**config.mk**
```make
export PLATFORM = sky130hd
export DESIGN_NAME = tag_alarm_cmd
export DESIGN_NICKNAME = d
export VERILOG_FILES = /design/src/tag_alarm_pkg.sv /design/src/reply_serializer.sv /design/src/tag_alarm_cmd.sv
export VERILOG_INCLUDE_DIRS = /design/src
export SDC_FILE = /design/constraint.sdc
export NUM_CORES = 1
export LEC_CHECK = 0
export ABC_AREA = 1
export BUFFER_PORTS_ARGS = -buffer_cell sky130_fd_sc_hd__buf_2
export CELL_PAD_IN_SITES_DETAIL_PLACEMENT = 1
export CELL_PAD_IN_SITES_GLOBAL_PLACEMENT = 2
export CORE_MARGIN = 2
export CORE_UTILIZATION = 34
export CTS_BUF_LIST = sky130_fd_sc_hd__clkbuf_4
export DETAILED_ROUTE_END_ITERATION = 12
export GPL_TIMING_DRIVEN = 0
export PLACE_DENSITY = 0.77
export SLEW_MARGIN = 20
export SYNTH_ARGS = -nofsm -noshare
export SYNTH_HDL_FRONTEND = slang
export SYNTH_SLANG_ARGS = --single-unit
```
**constraint.sdc**
```tcl
create_clock -name mclk -period 2 [get_ports mclk]
set_clock_uncertainty 0.15 [all_clocks]
set_input_delay 0.5 -clock mclk [delete_from_list [all_inputs] [get_ports mclk]]
set_output_delay 0.5 -clock mclk [all_outputs]
set_load 0.01 [all_outputs]
```
**src/tag_alarm_params.svh**
```systemverilog
// Purpose: offsets, field positions, reset values and codes of the tag command handler
// Assumes: 32-bit register port, byte addresses
// Notes:   multi-byte fields travel least significant byte first
`ifndef TAG_ALARM_PARAMS_SVH
`define TAG_ALARM_PARAMS_SVH

// ****************************************
// register offsets
// ****************************************
`define OFS_CTRL        8'h00
`define OFS_STATUS      8'h04
`define OFS_MASK        8'h08
`define OFS_ALARM_ID    8'h0c
`define OFS_CODE0       8'h10
`define OFS_CODE1       8'h14
`define OFS_CODE2       8'h18
`define OFS_UID_LO      8'h1c
`define OFS_UID_HI      8'h20

// ****************************************
// control bits
// ****************************************
`define CTRL_ALARM_MODE 0
`define CTRL_KEY_OK     1
`define CTRL_FREEZE     2
`define CTRL_ERASED     3
`define CTRL_GUARD      4

// ****************************************
// status bits
// ****************************************
`define ST_ID_STORED    0
`define ST_GUARD_SET    1
`define ST_ALARM_REPLY  2
`define ST_CODE_READ    3
`define ST_REFUSED      4
`define ST_WIDTH        5

// ****************************************
// frame fields and codes
// ****************************************
`define FLAG_ADDRESSED  5
`define FLAG_OPTION     6
`define RESP_OK         8'h00
`define RESP_ERROR      8'h01
`define CMD_ALARM_QUERY 8'ha5
`define CMD_GUARD       8'ha6
`define CMD_STORE_ID    8'ha7
`define CMD_FETCH_CODE  8'ha8
`define ERR_NO_KEY      8'h0f
`define ERR_FROZEN      8'h12
`define ALARM_ID_RESET  16'h0000
`define MAKER_CODE      8'h5a
`define RX_DEPTH        16
`define RESP_BYTES      13

`endif

```
**src/tag_alarm_pkg.sv**
```systemverilog
// Purpose: shared types of the tag command handler
// Assumes: nothing
// Notes:   values live in tag_alarm_params.svh
package tag_alarm_pkg;
    typedef enum logic {tx_idle, tx_send} tx_state_t;
    typedef logic [7:0] byte_t;
endpackage : tag_alarm_pkg

```
**src/reply_serializer.sv**
```systemverilog
// Purpose: sends a loaded reply one byte per clock, least significant byte first
// Assumes: line encoder appends crc16 after tx_last
// Notes:   loads while busy are ignored
`timescale 1ns/1ps
`include "tag_alarm_params.svh"

module reply_serializer (
    input  wire logic                        mclk,
    input  wire logic                        rst,
    input  wire logic                        load,
    input  wire logic [8*`RESP_BYTES-1:0]    data,
    input  wire logic [3:0]                  len,
    output logic      [7:0]                  tx_byte,
    output logic                             tx_valid,
    output logic                             tx_last,
    output logic                             busy
);
    tag_alarm_pkg::tx_state_t    state_reg;
    logic [8*`RESP_BYTES-1:0]    data_reg;
    logic [3:0]                  left_reg;

    assign busy = (state_reg == tag_alarm_pkg::tx_send);

    always_ff @(posedge mclk) begin
        if (rst) begin
            state_reg <= tag_alarm_pkg::tx_idle;
            data_reg  <= '0;
            left_reg  <= 4'h0;
            tx_byte   <= 8'h00;
            tx_valid  <= 1'b0;
            tx_last   <= 1'b0;
        end else begin
            case (state_reg)
                tag_alarm_pkg::tx_idle: begin
                    tx_valid <= 1'b0;
                    tx_last  <= 1'b0;
                    if (load && len != 4'h0) begin
                        data_reg  <= data;
                        left_reg  <= len;
                        state_reg <= tag_alarm_pkg::tx_send;
                    end
                end
                tag_alarm_pkg::tx_send: begin
                    tx_byte  <= data_reg[7:0];
                    tx_valid <= 1'b1;
                    tx_last  <= (left_reg == 4'h1);
                    data_reg <= data_reg >> 8;
                    left_reg <= left_reg - 4'h1;
                    if (left_reg == 4'h1) begin
                        state_reg <= tag_alarm_pkg::tx_idle;
                    end
                end
                default: state_reg <= tag_alarm_pkg::tx_idle;
            endcase
        end
    end
endmodule : reply_serializer

```
**src/tag_alarm_cmd.sv**
```systemverilog
// Purpose: custom command handler for alarm query, guard, identifier write, code fetch
// Assumes: frame decoder delivers request bytes without crc, then end with crc result
// Notes:   replies leave without crc; the line encoder appends it
//
// Summary of operation
// [RQ1] option set, zero match length: reply flags and identifier if alarm mode on
// [RQ2] command a6 turns on key guarding of alarm set, reset and identifier; here it guards only the a7 identifier store
// [RQ3] reader must submit the alarm key before sending a6
// [RQ4] command a7 stores the carried 16-bit value as new alarm identifier
// [RQ5] with guarding on, reader must submit key before a7 or it fails
// [RQ6] command a8 returns stored product code unless it was erased
// [RQ7] guard and store commands answer error flags and code, or flags only
// [RQ8] nonzero match length selects identifier bytes; reply on match with mode on
// [RQ9] after freezing, alarm mode and identifier stay unchanged and changes refused
// [RQ10] requests with failed crc, other uid or other maker code are ignored
//
// Decided for this implementation: the register offsets and the plain strobed port.
`timescale 1ns/1ps
`include "tag_alarm_params.svh"

module tag_alarm_cmd (
    input  wire logic         mclk,
    input  wire logic         rst,
    input  wire logic [7:0]   addr,
    input  wire logic [31:0]  wr_data,
    input  wire logic         wr_en,
    input  wire logic         rd_en,
    output logic      [31:0]  rd_data,
    output logic              irq,
    input  wire logic         rx_sof,
    input  wire logic         rx_valid,
    input  wire logic [7:0]   rx_byte,
    input  wire logic         rx_eof,
    input  wire logic         rx_crc_ok,
    output logic      [7:0]   tx_byte,
    output logic              tx_valid,
    output logic              tx_last
);
    // ****************************************
    // state
    // ****************************************
    tag_alarm_pkg::byte_t        rx_buf [0:`RX_DEPTH-1];
    logic [4:0]                  rx_cnt_reg;
    logic                        alarm_mode_reg;
    logic                        key_ok_reg;
    logic                        freeze_reg;
    logic                        erased_reg;
    logic                        guard_reg;
    logic [15:0]                 alarm_identifier_reg;
    logic [95:0]                 code_reg;
    logic [63:0]                 uid_reg;
    logic [`ST_WIDTH-1:0]        status_reg;
    logic [`ST_WIDTH-1:0]        mask_reg;
    logic [`ST_WIDTH-1:0]        events;
    logic                        load;
    logic [8*`RESP_BYTES-1:0]    resp;
    logic [3:0]                  resp_len;
    logic                        tx_busy;
    logic                        take;
    logic [3:0]                  p;
    logic                        do_guard;
    logic                        do_store;
    tag_alarm_pkg::byte_t        flags;

    function automatic logic [7:0] rx_at(input logic [3:0] idx);
        rx_at = rx_buf[idx];
    endfunction : rx_at

    // ****************************************
    // request capture
    // ****************************************
    always_ff @(posedge mclk) begin
        if (rst) begin
            rx_cnt_reg <= 5'h00;
        end else if (rx_sof) begin
            rx_cnt_reg <= 5'h00;
        end else if (rx_valid && rx_cnt_reg < 5'(`RX_DEPTH)) begin
            rx_buf[rx_cnt_reg[3:0]] <= rx_byte;
            rx_cnt_reg              <= rx_cnt_reg + 5'h01;
        end
    end

    // ****************************************
    // request decode
    // ****************************************
    always_comb begin
        flags    = rx_at(4'h0);
        p        = flags[`FLAG_ADDRESSED] ? 4'hb : 4'h3;
        take     = rx_eof && rx_crc_ok && !tx_busy && rx_cnt_reg >= 5'h03 // RQ10
                   && rx_at(4'h2) == `MAKER_CODE // RQ10
                   && (!flags[`FLAG_ADDRESSED] // RQ10
                       || {rx_at(4'ha), rx_at(4'h9), rx_at(4'h8), rx_at(4'h7),
                           rx_at(4'h6), rx_at(4'h5), rx_at(4'h4), rx_at(4'h3)} == uid_reg);
        load     = 1'b0;
        resp     = '0;
        resp_len = 4'h0;
        do_guard = 1'b0;
        do_store = 1'b0;
        events   = '0;
        if (take) begin
            case (rx_at(4'h1))
                `CMD_ALARM_QUERY: begin
                    if (flags[`FLAG_OPTION] && alarm_mode_reg) begin
                        if (rx_at(p) == 8'h00) begin
                            resp[23:0] = {alarm_identifier_reg, `RESP_OK}; // RQ1
                            resp_len   = 4'h3;
                        end else if ((rx_at(p) == 8'h08
                                      && rx_at(p + 4'h1) == alarm_identifier_reg[7:0])
                                     || (rx_at(p) == 8'h10
                                      && {rx_at(p + 4'h2), rx_at(p + 4'h1)}
                                         == alarm_identifier_reg)) begin
                            resp[7:0] = `RESP_OK; // RQ8
                            resp_len  = 4'h1;
                        end
                    end
                    events[`ST_ALARM_REPLY] = (resp_len != 4'h0);
                end
                `CMD_GUARD: begin
                    resp_len = key_ok_reg ? 4'h1 : 4'h2; // RQ7
                    resp[15:0] = key_ok_reg ? {8'h00, `RESP_OK}
                                            : {`ERR_NO_KEY, `RESP_ERROR}; // RQ3
                    do_guard = key_ok_reg; // RQ2
                    events[`ST_GUARD_SET] = key_ok_reg;
                    events[`ST_REFUSED]   = !key_ok_reg;
                end
                `CMD_STORE_ID: begin
                    if (freeze_reg) begin
                        resp[15:0] = {`ERR_FROZEN, `RESP_ERROR}; // RQ9
                        resp_len   = 4'h2;
                    end else if (guard_reg && !key_ok_reg) begin
                        resp[15:0] = {`ERR_NO_KEY, `RESP_ERROR}; // RQ5
                        resp_len   = 4'h2;
                    end else begin
                        resp[7:0] = `RESP_OK; // RQ7
                        resp_len  = 4'h1;
                        do_store  = 1'b1;
                    end
                    events[`ST_ID_STORED] = do_store;
                    events[`ST_REFUSED]   = !do_store;
                end
                `CMD_FETCH_CODE: begin
                    if (!erased_reg) begin
                        resp     = {code_reg, `RESP_OK}; // RQ6
                        resp_len = 4'(`RESP_BYTES);
                        events[`ST_CODE_READ] = 1'b1;
                    end
                end
                default: resp_len = 4'h0;
            endcase
            load = (resp_len != 4'h0);
        end
    end

    // ****************************************
    // tag configuration
    // ****************************************
    always_ff @(posedge mclk) begin
        if (rst) begin
            alarm_identifier_reg <= `ALARM_ID_RESET;
            guard_reg            <= 1'b0;
        end else if (do_store) begin
            alarm_identifier_reg <= {rx_at(p + 4'h1), rx_at(p)}; // RQ4
        end else if (do_guard) begin
            guard_reg <= 1'b1; // RQ2
        end else if (wr_en && addr == `OFS_CTRL && wr_data[`CTRL_GUARD] && key_ok_reg) begin
            guard_reg <= 1'b1;
        end
    end

    always_ff @(posedge mclk) begin
        if (rst) begin
            alarm_mode_reg <= 1'b0;
            key_ok_reg     <= 1'b0;
            freeze_reg     <= 1'b0;
            erased_reg     <= 1'b0;
        end else if (wr_en && addr == `OFS_CTRL) begin
            if (!freeze_reg) begin
                alarm_mode_reg <= wr_data[`CTRL_ALARM_MODE]; // RQ9
            end
            key_ok_reg <= wr_data[`CTRL_KEY_OK];
            freeze_reg <= freeze_reg | wr_data[`CTRL_FREEZE]; // RQ9
            erased_reg <= erased_reg | wr_data[`CTRL_ERASED];
        end
    end

    always_ff @(posedge mclk) begin
        if (rst) begin
            code_reg <= '0;
            uid_reg  <= '0;
        end else if (wr_en) begin
            case (addr)
                `OFS_CODE0:  code_reg[31:0]  <= wr_data;
                `OFS_CODE1:  code_reg[63:32] <= wr_data;
                `OFS_CODE2:  code_reg[95:64] <= wr_data;
                `OFS_UID_LO: uid_reg[31:0]   <= wr_data;
                `OFS_UID_HI: uid_reg[63:32]  <= wr_data;
                default:     uid_reg         <= uid_reg;
            endcase
        end
    end

    // ****************************************
    // status, mask, interrupt
    // ****************************************
    always_ff @(posedge mclk) begin
        if (rst) begin
            status_reg <= '0;
            mask_reg   <= '0;
            irq        <= 1'b0;
        end else begin
            status_reg <= ((rd_en && addr == `OFS_STATUS) ? '0 : status_reg) | events;
            if (wr_en && addr == `OFS_MASK) begin
                mask_reg <= wr_data[`ST_WIDTH-1:0];
            end
            irq <= |(status_reg & mask_reg);
        end
    end

    // ****************************************
    // register read
    // ****************************************
    always_ff @(posedge mclk) begin
        if (rst) begin
            rd_data <= 32'h0000_0000;
        end else if (rd_en) begin
            case (addr)
                `OFS_CTRL:     rd_data <= {27'h0, guard_reg, erased_reg, freeze_reg,
                                           key_ok_reg, alarm_mode_reg};
                `OFS_STATUS:   rd_data <= {27'h0, status_reg};
                `OFS_MASK:     rd_data <= {27'h0, mask_reg};
                `OFS_ALARM_ID: rd_data <= {16'h0, alarm_identifier_reg};
                `OFS_CODE0:    rd_data <= code_reg[31:0];
                `OFS_CODE1:    rd_data <= code_reg[63:32];
                `OFS_CODE2:    rd_data <= code_reg[95:64];
                `OFS_UID_LO:   rd_data <= uid_reg[31:0];
                `OFS_UID_HI:   rd_data <= uid_reg[63:32];
                default:       rd_data <= 32'h0000_0000;
            endcase
        end else begin
            rd_data <= 32'h0000_0000;
        end
    end

    // ****************************************
    // reply output
    // ****************************************
    reply_serializer u_tx (
        .mclk     (mclk),
        .rst      (rst),
        .load     (load),
        .data     (resp),
        .len      (resp_len),
        .tx_byte  (tx_byte),
        .tx_valid (tx_valid),
        .tx_last  (tx_last),
        .busy     (tx_busy)
    );
endmodule : tag_alarm_cmd

```
# Word-level counts from Yosys, hierarchy flattened
# Memories as Yosys holds them, arrays and structs flattened.
# Index checks and enable logic that the tools add are counted.
# word_totals
ff_bits	348
mem_bits_rw	128
input_bits	56
output_inout_bits	43
wordCells	150
memories	1
# memory_table
name	words	word_bits	rd	rd_clocked_by_memory_dff	wr	line	source
rx_buf	16	8	14	0	1	tag_alarm_cmd.sv:42	tag_alarm_pkg::byte_t rx_buf [0:`RX_DEPTH-1];
# classes
n_addsub	4
n_lt_le_gt_ge	2
n_eq_ne	20
muxes	55
bitwise_logic	8
reduce_logical	38
# ops
op	count
2-to-1 mux 104 bit	3
case mux 32 bit (9 select lines)	1
case mux 104 bit (2 select lines)	1
2-to-1 mux 80 bit	1
equality test 64 bit	1
case mux 16 bit (4 select lines)	1
equality test 8 x 5 -> 1 bit, second input constant	5
2-to-1 mux 4 bit	10
equality test 8 bit, second input constant	4
equality test 8 x 4 -> 1 bit, second input constant	3
2-to-1 mux 24 bit	1
2-to-1 mux 1 bit	22
equality test 16 bit	1
logical AND 1 bit	16
logical NOT 8 bit	2
2-to-1 mux 16 bit	1
case mux 4 bit (4 select lines)	1
case mux 8 bit (2 select lines)	1
AND reduction 2 bit	7
2-to-1 mux 13 bit	1
2-to-1 mux 12 bit	1
nonzero test 4 bit	3
2-to-1 mux 5 bit	2
equality test 8 x 3 -> 1 bit, second input constant	1
other kinds (23)	37

# Depth between registers and ports, before layout
# An unclocked memory read counts as a cell.
# logic_depth
depth_word	19
depth_mapped	19
ltp_nobuf	15

# Cells and area by module
# From an unflattened synthesis, not the netlist that was laid out.
# unflattened
hier_cells	2710
area_unflattened_um2	20433.3
# modules_own_cells
mod	instances	cells_per_inst	area_each_um2	seq_area_each_um2
tag_alarm_cmd	1	1852	14865.5	7767.4
reply_serializer	1	858	5567.8	2382.3

# Worst setup path before layout
# Ideal clock, no wire load.
# synth_timing
path_kind	input -> register
from	input port addr[1]
to	register code_reg[55]
setup_ns	0.128
arrival_time_ns	1.869
required_ns	1.722
setup_slack_ns	-0.147
stages	9
path_buffers	1
path_cell_list	nor2_1 inv_1 nor3_1 nand2_1 clkinv_1 nand2_1 clkbuf_1 o21ai_0 a21oi_1
# synth_via
elab_chain_cells	2
# synth_lines
item	line	source
start: declaration	tag_alarm_cmd.sv:24	input wire logic [7:0] addr,
equality test 8 x 5 -> 1 bit	tag_alarm_cmd.sv:191	case (addr)
AND reduction 2 bit (no source line)	-	
end signal: assignment	tag_alarm_cmd.sv:193	`OFS_CODE1: code_reg[63:32] <= wr_data;
end: declaration	tag_alarm_cmd.sv:50	logic [95:0] code_reg;
# Every way passes these cells.
# A chain may end at the register's enable or synchronous reset.

==> flow_metrics.tcl <==
set metrics [dict create \
    antenna_found_initial 5 \
    htreeDepth 4 \
    vias 19910 \
    dieWidth_um 247.3 \
    num_rows 89 \
    ff_latch_area_mm2 0.01016 \
    power_uw 19740 \
    gr-total-overflow 0 \
    fin_util 0.4336 \
    cts_tree "done" \
    arrival_ns 3.24 \
    grt_pass1_wl_mm 126.0 \
    reg2regPathDepth 17 \
    synthToLayoutAreaGrowth_pct 26.68 \
    finalHoldViolCount 0 \
    wl_per_cell_um 22.86 \
    initial_core_util 0.3423 \
    outcome "finished with violations" \
    synth_top_area_cell "dfxtp_1" \
    synthAdderAreaFrac 0.003730 \
    synth.avg_cell_area_um2 7.807 \
    ys_ff_latch 454 \
    synthDistinctLibCells 42 \
    powerDensity_mw_per_mm2 774.2 \
    synthTopCellsByArea "dfxtp_1 (35%), edfxtp_1 (16%), nand2_1 (9.5%), a21oi_1 (8.0%), inv_1 (6.2%)" \
    gp_congestion 0.8835 \
    clk_pin_slew_ns 0.07 \
    p_leak_uw 0.009517 \
    fin_area_mm2 0.02550 \
    io_pins 99 \
    required_ns 2.67 \
    fillers 7191 \
    grt_max_degree 17 \
    setup_ws_ns -0.5782 \
    die_h_um 247.3 \
    period_needed_ns 2.578 \
    crit_path_max_fanout 10 \
    drc 0 \
    timing.rr.end "u_tx.data_reg[38]$_SDFFE_PP0P_" \
    drive_gt1_frac 0.2032 \
    vias_per_cell 5.247 \
    synth_top_flop_cell "dfxtp_1" \
    setup_violations 327 \
    synth_top_family_by_area "simple AND/OR/NAND/NOR gates" \
    drt.antenna.violating_nets 0 \
    cts_buffers 132 \
    largest_register_ff_count 106 \
    reg2reg_setup_slack_ns -0.58 \
    startpoint_type "flop" \
    synth.area.mux_share 0 \
    worstSetupPathType "flop to flop" \
    placed_cells 3448 \
    first_global_vias 20120 \
    first_pass_iters 5 \
    final_cells 3795 \
    clock-sinks 454 \
    port_buffers 97 \
    synth.cell_area_mm2 0.02013 \
    yosysWarnings 0 \
    peakVddDrop_mv 0.4991 \
    hp-start "rx_sof" \
    holdCritPathClass "input pin to flop" \
    nNetsFinal 2968 \
    violations "setup timing" \
    max_freq_ghz 0.3879 \
    synth_top_area_frac 0.3461 \
    synth_compound_gate_area_share 0.1664 \
    max_cap_viol_count 0 \
    seq_area_frac_synth 0.5043 \
    drt-total-wl_mm 86.74 \
    coreArea_mm2 0.05880 \
    track_usage 0.2805 \
    clk_latency_ns 1.01 \
    multi_input_comb_area_mm2 0.008792 \
    crit_path_end "u_tx.data_reg[38]$_SDFFE_PP0P_" \
    worstSetupEndpointType "flop" \
    syn_nets 2640 \
    cts_buffer_depth 3 \
    synth_common_cells "nand2_1 (508), dfxtp_1 (348), inv_1 (332)" \
    crit_start "rx_buf[0][5]$_DFFE_PP_" \
    synth.most_common_cell "nand2_1" \
    drtIter0Drc 1252 \
    synthXorXnorAreaFrac 0.02829 \
    relSlewSlack 0.3521 \
    async_reset_ff_frac 0 \
    rsz0062_at_grt "true" \
    slew_violations 0 \
    tightest_slew_ns 0.9718 \
    clockRootBuffer "clkbuf_4" \
    dp_hpwl_mm 65.10 \
    dpl_cell_area_mm2 0.02165 \
    timing.final.crit_share 1.289 \
    r2r_start "rx_buf[0][5]$_DFFE_PP_" \
    die_area_mm2 0.06116 \
    synth-simple-area-share 0.1972 \
    synth_cells 2578 \
    synth_enable_flop_cells 106 \
    holdWs_ns 0.02622 \
]
==> how the worst min path moves through the flow <==
stage	endpoint	slack, ns	cells past startpoint
floorplan	u_tx.data_reg[1]$_SDFFE_PP0P_	0.28	2
global placement	u_tx.data_reg[2]$_SDFFE_PP0P_	0.31	2
CTS	rx_buf[11][5]$_DFFE_PP_	-0.04	4
detailed placement	u_tx.data_reg[3]$_SDFFE_PP0P_	0.31	2
finish	rx_buf[11][5]$_DFFE_PP_	0.03	4
global route	rx_buf[11][5]$_DFFE_PP_	0.02	4
==> cell usage in the layout, fill, tap and decap left out, drive strengths merged, types with 31 or more instances in the layout <==
cell / n
nand2: 510
dfxtp: 348
inv: 341
clkbuf: 325
a21oi: 323
o21ai: 199
buf: 178
nand3: 151
nor2: 132
edfxtp: 106
nor3: 93
o22ai: 68
xor2: 61
dlygate4sd3: 52
nand4: 31
==> power breakdown <==
group	total [uW]	internal, uW	switching [uW]
logic	715	201	515
clock network	9630	5220	4410
registers	9390	9380	9.15
total	19700	14800	4940
==> cell families after synthesis <==
| kind of cell | count (synthesis) |
|---|---|
| AO/OA/AOI/OAI | 627 |
| flip-flops | 454 |
| buffers and inverters | 498 |
| AND/OR/NAND/NOR | 928 |
| adder cells (fa/ha/maj) | 6 |
| XOR/XNOR | 65 |
==> per-layer routing <==
| layer | global-route usage | vias up | share of wire |
|---|---|---|---|
| met5 | 0 | - | 0.00015 |
| met4 | 0.09898 | 2 | 0.030 |
| met3 | 0.05340 | 155 | 0.055 |
| met2 | 0.4558 | 562 | 0.47 |
| met1 | 0.3720 | 9907 | 0.45 |
| li1 | - | 9288 | - |
==> timing repair <==
item / 4_1_cts / 5_1_grt
gates resized for setup: 90 / 179
hold buffers: 52 / 0
gates cloned: 1 / 8
endpoints found under the setup margin: 375 / 474
pin swaps: 12 / 19
buffers inserted: 17 / 19
endpoints found under the hold margin: 318 / 0
==> through the flow <==
stage               TNS, ns  worst slack (ns)
global placement    -441.35            -1.809
finish               -85.25           -0.5782
detailed placement  -476.36            -1.856
CTS                 -111.03           -0.5862
global route        -120.59           -0.7223
floorplan            -6.074          -0.04117
==> critical path, stage by stage, from the launching register on <==
cell and delay, ns:
edfxtp_1 0.34, buf_6 0.16, clkinv_8 0.09, clkbuf_16 0.17
nand2_8 0.06, nand2_4 0.06, nor2_4 0.10, nand3_2 0.11
nor2_1 0.13, nand3_1 0.11, nand2_2 0.12, nand2_4 0.07
nand4_1 0.12, nand2_4 0.12, buf_12 0.17, buf_12 0.15
nand3_1 0.08, a21oi_2 0.06
==> cell type report <==
cell class                 count  share of cell area
sequential                   454              0.3984
multi-input combinational   1626              0.3448
timing repair buffer         194             0.06066
clock buffer                 205             0.06036
inverter                     342             0.05128
tap                          773             0.03793
buffer                       156             0.03475
clock inverter                35             0.01080
antenna                       10           0.0009815
(Power assumes the default switching activity.)
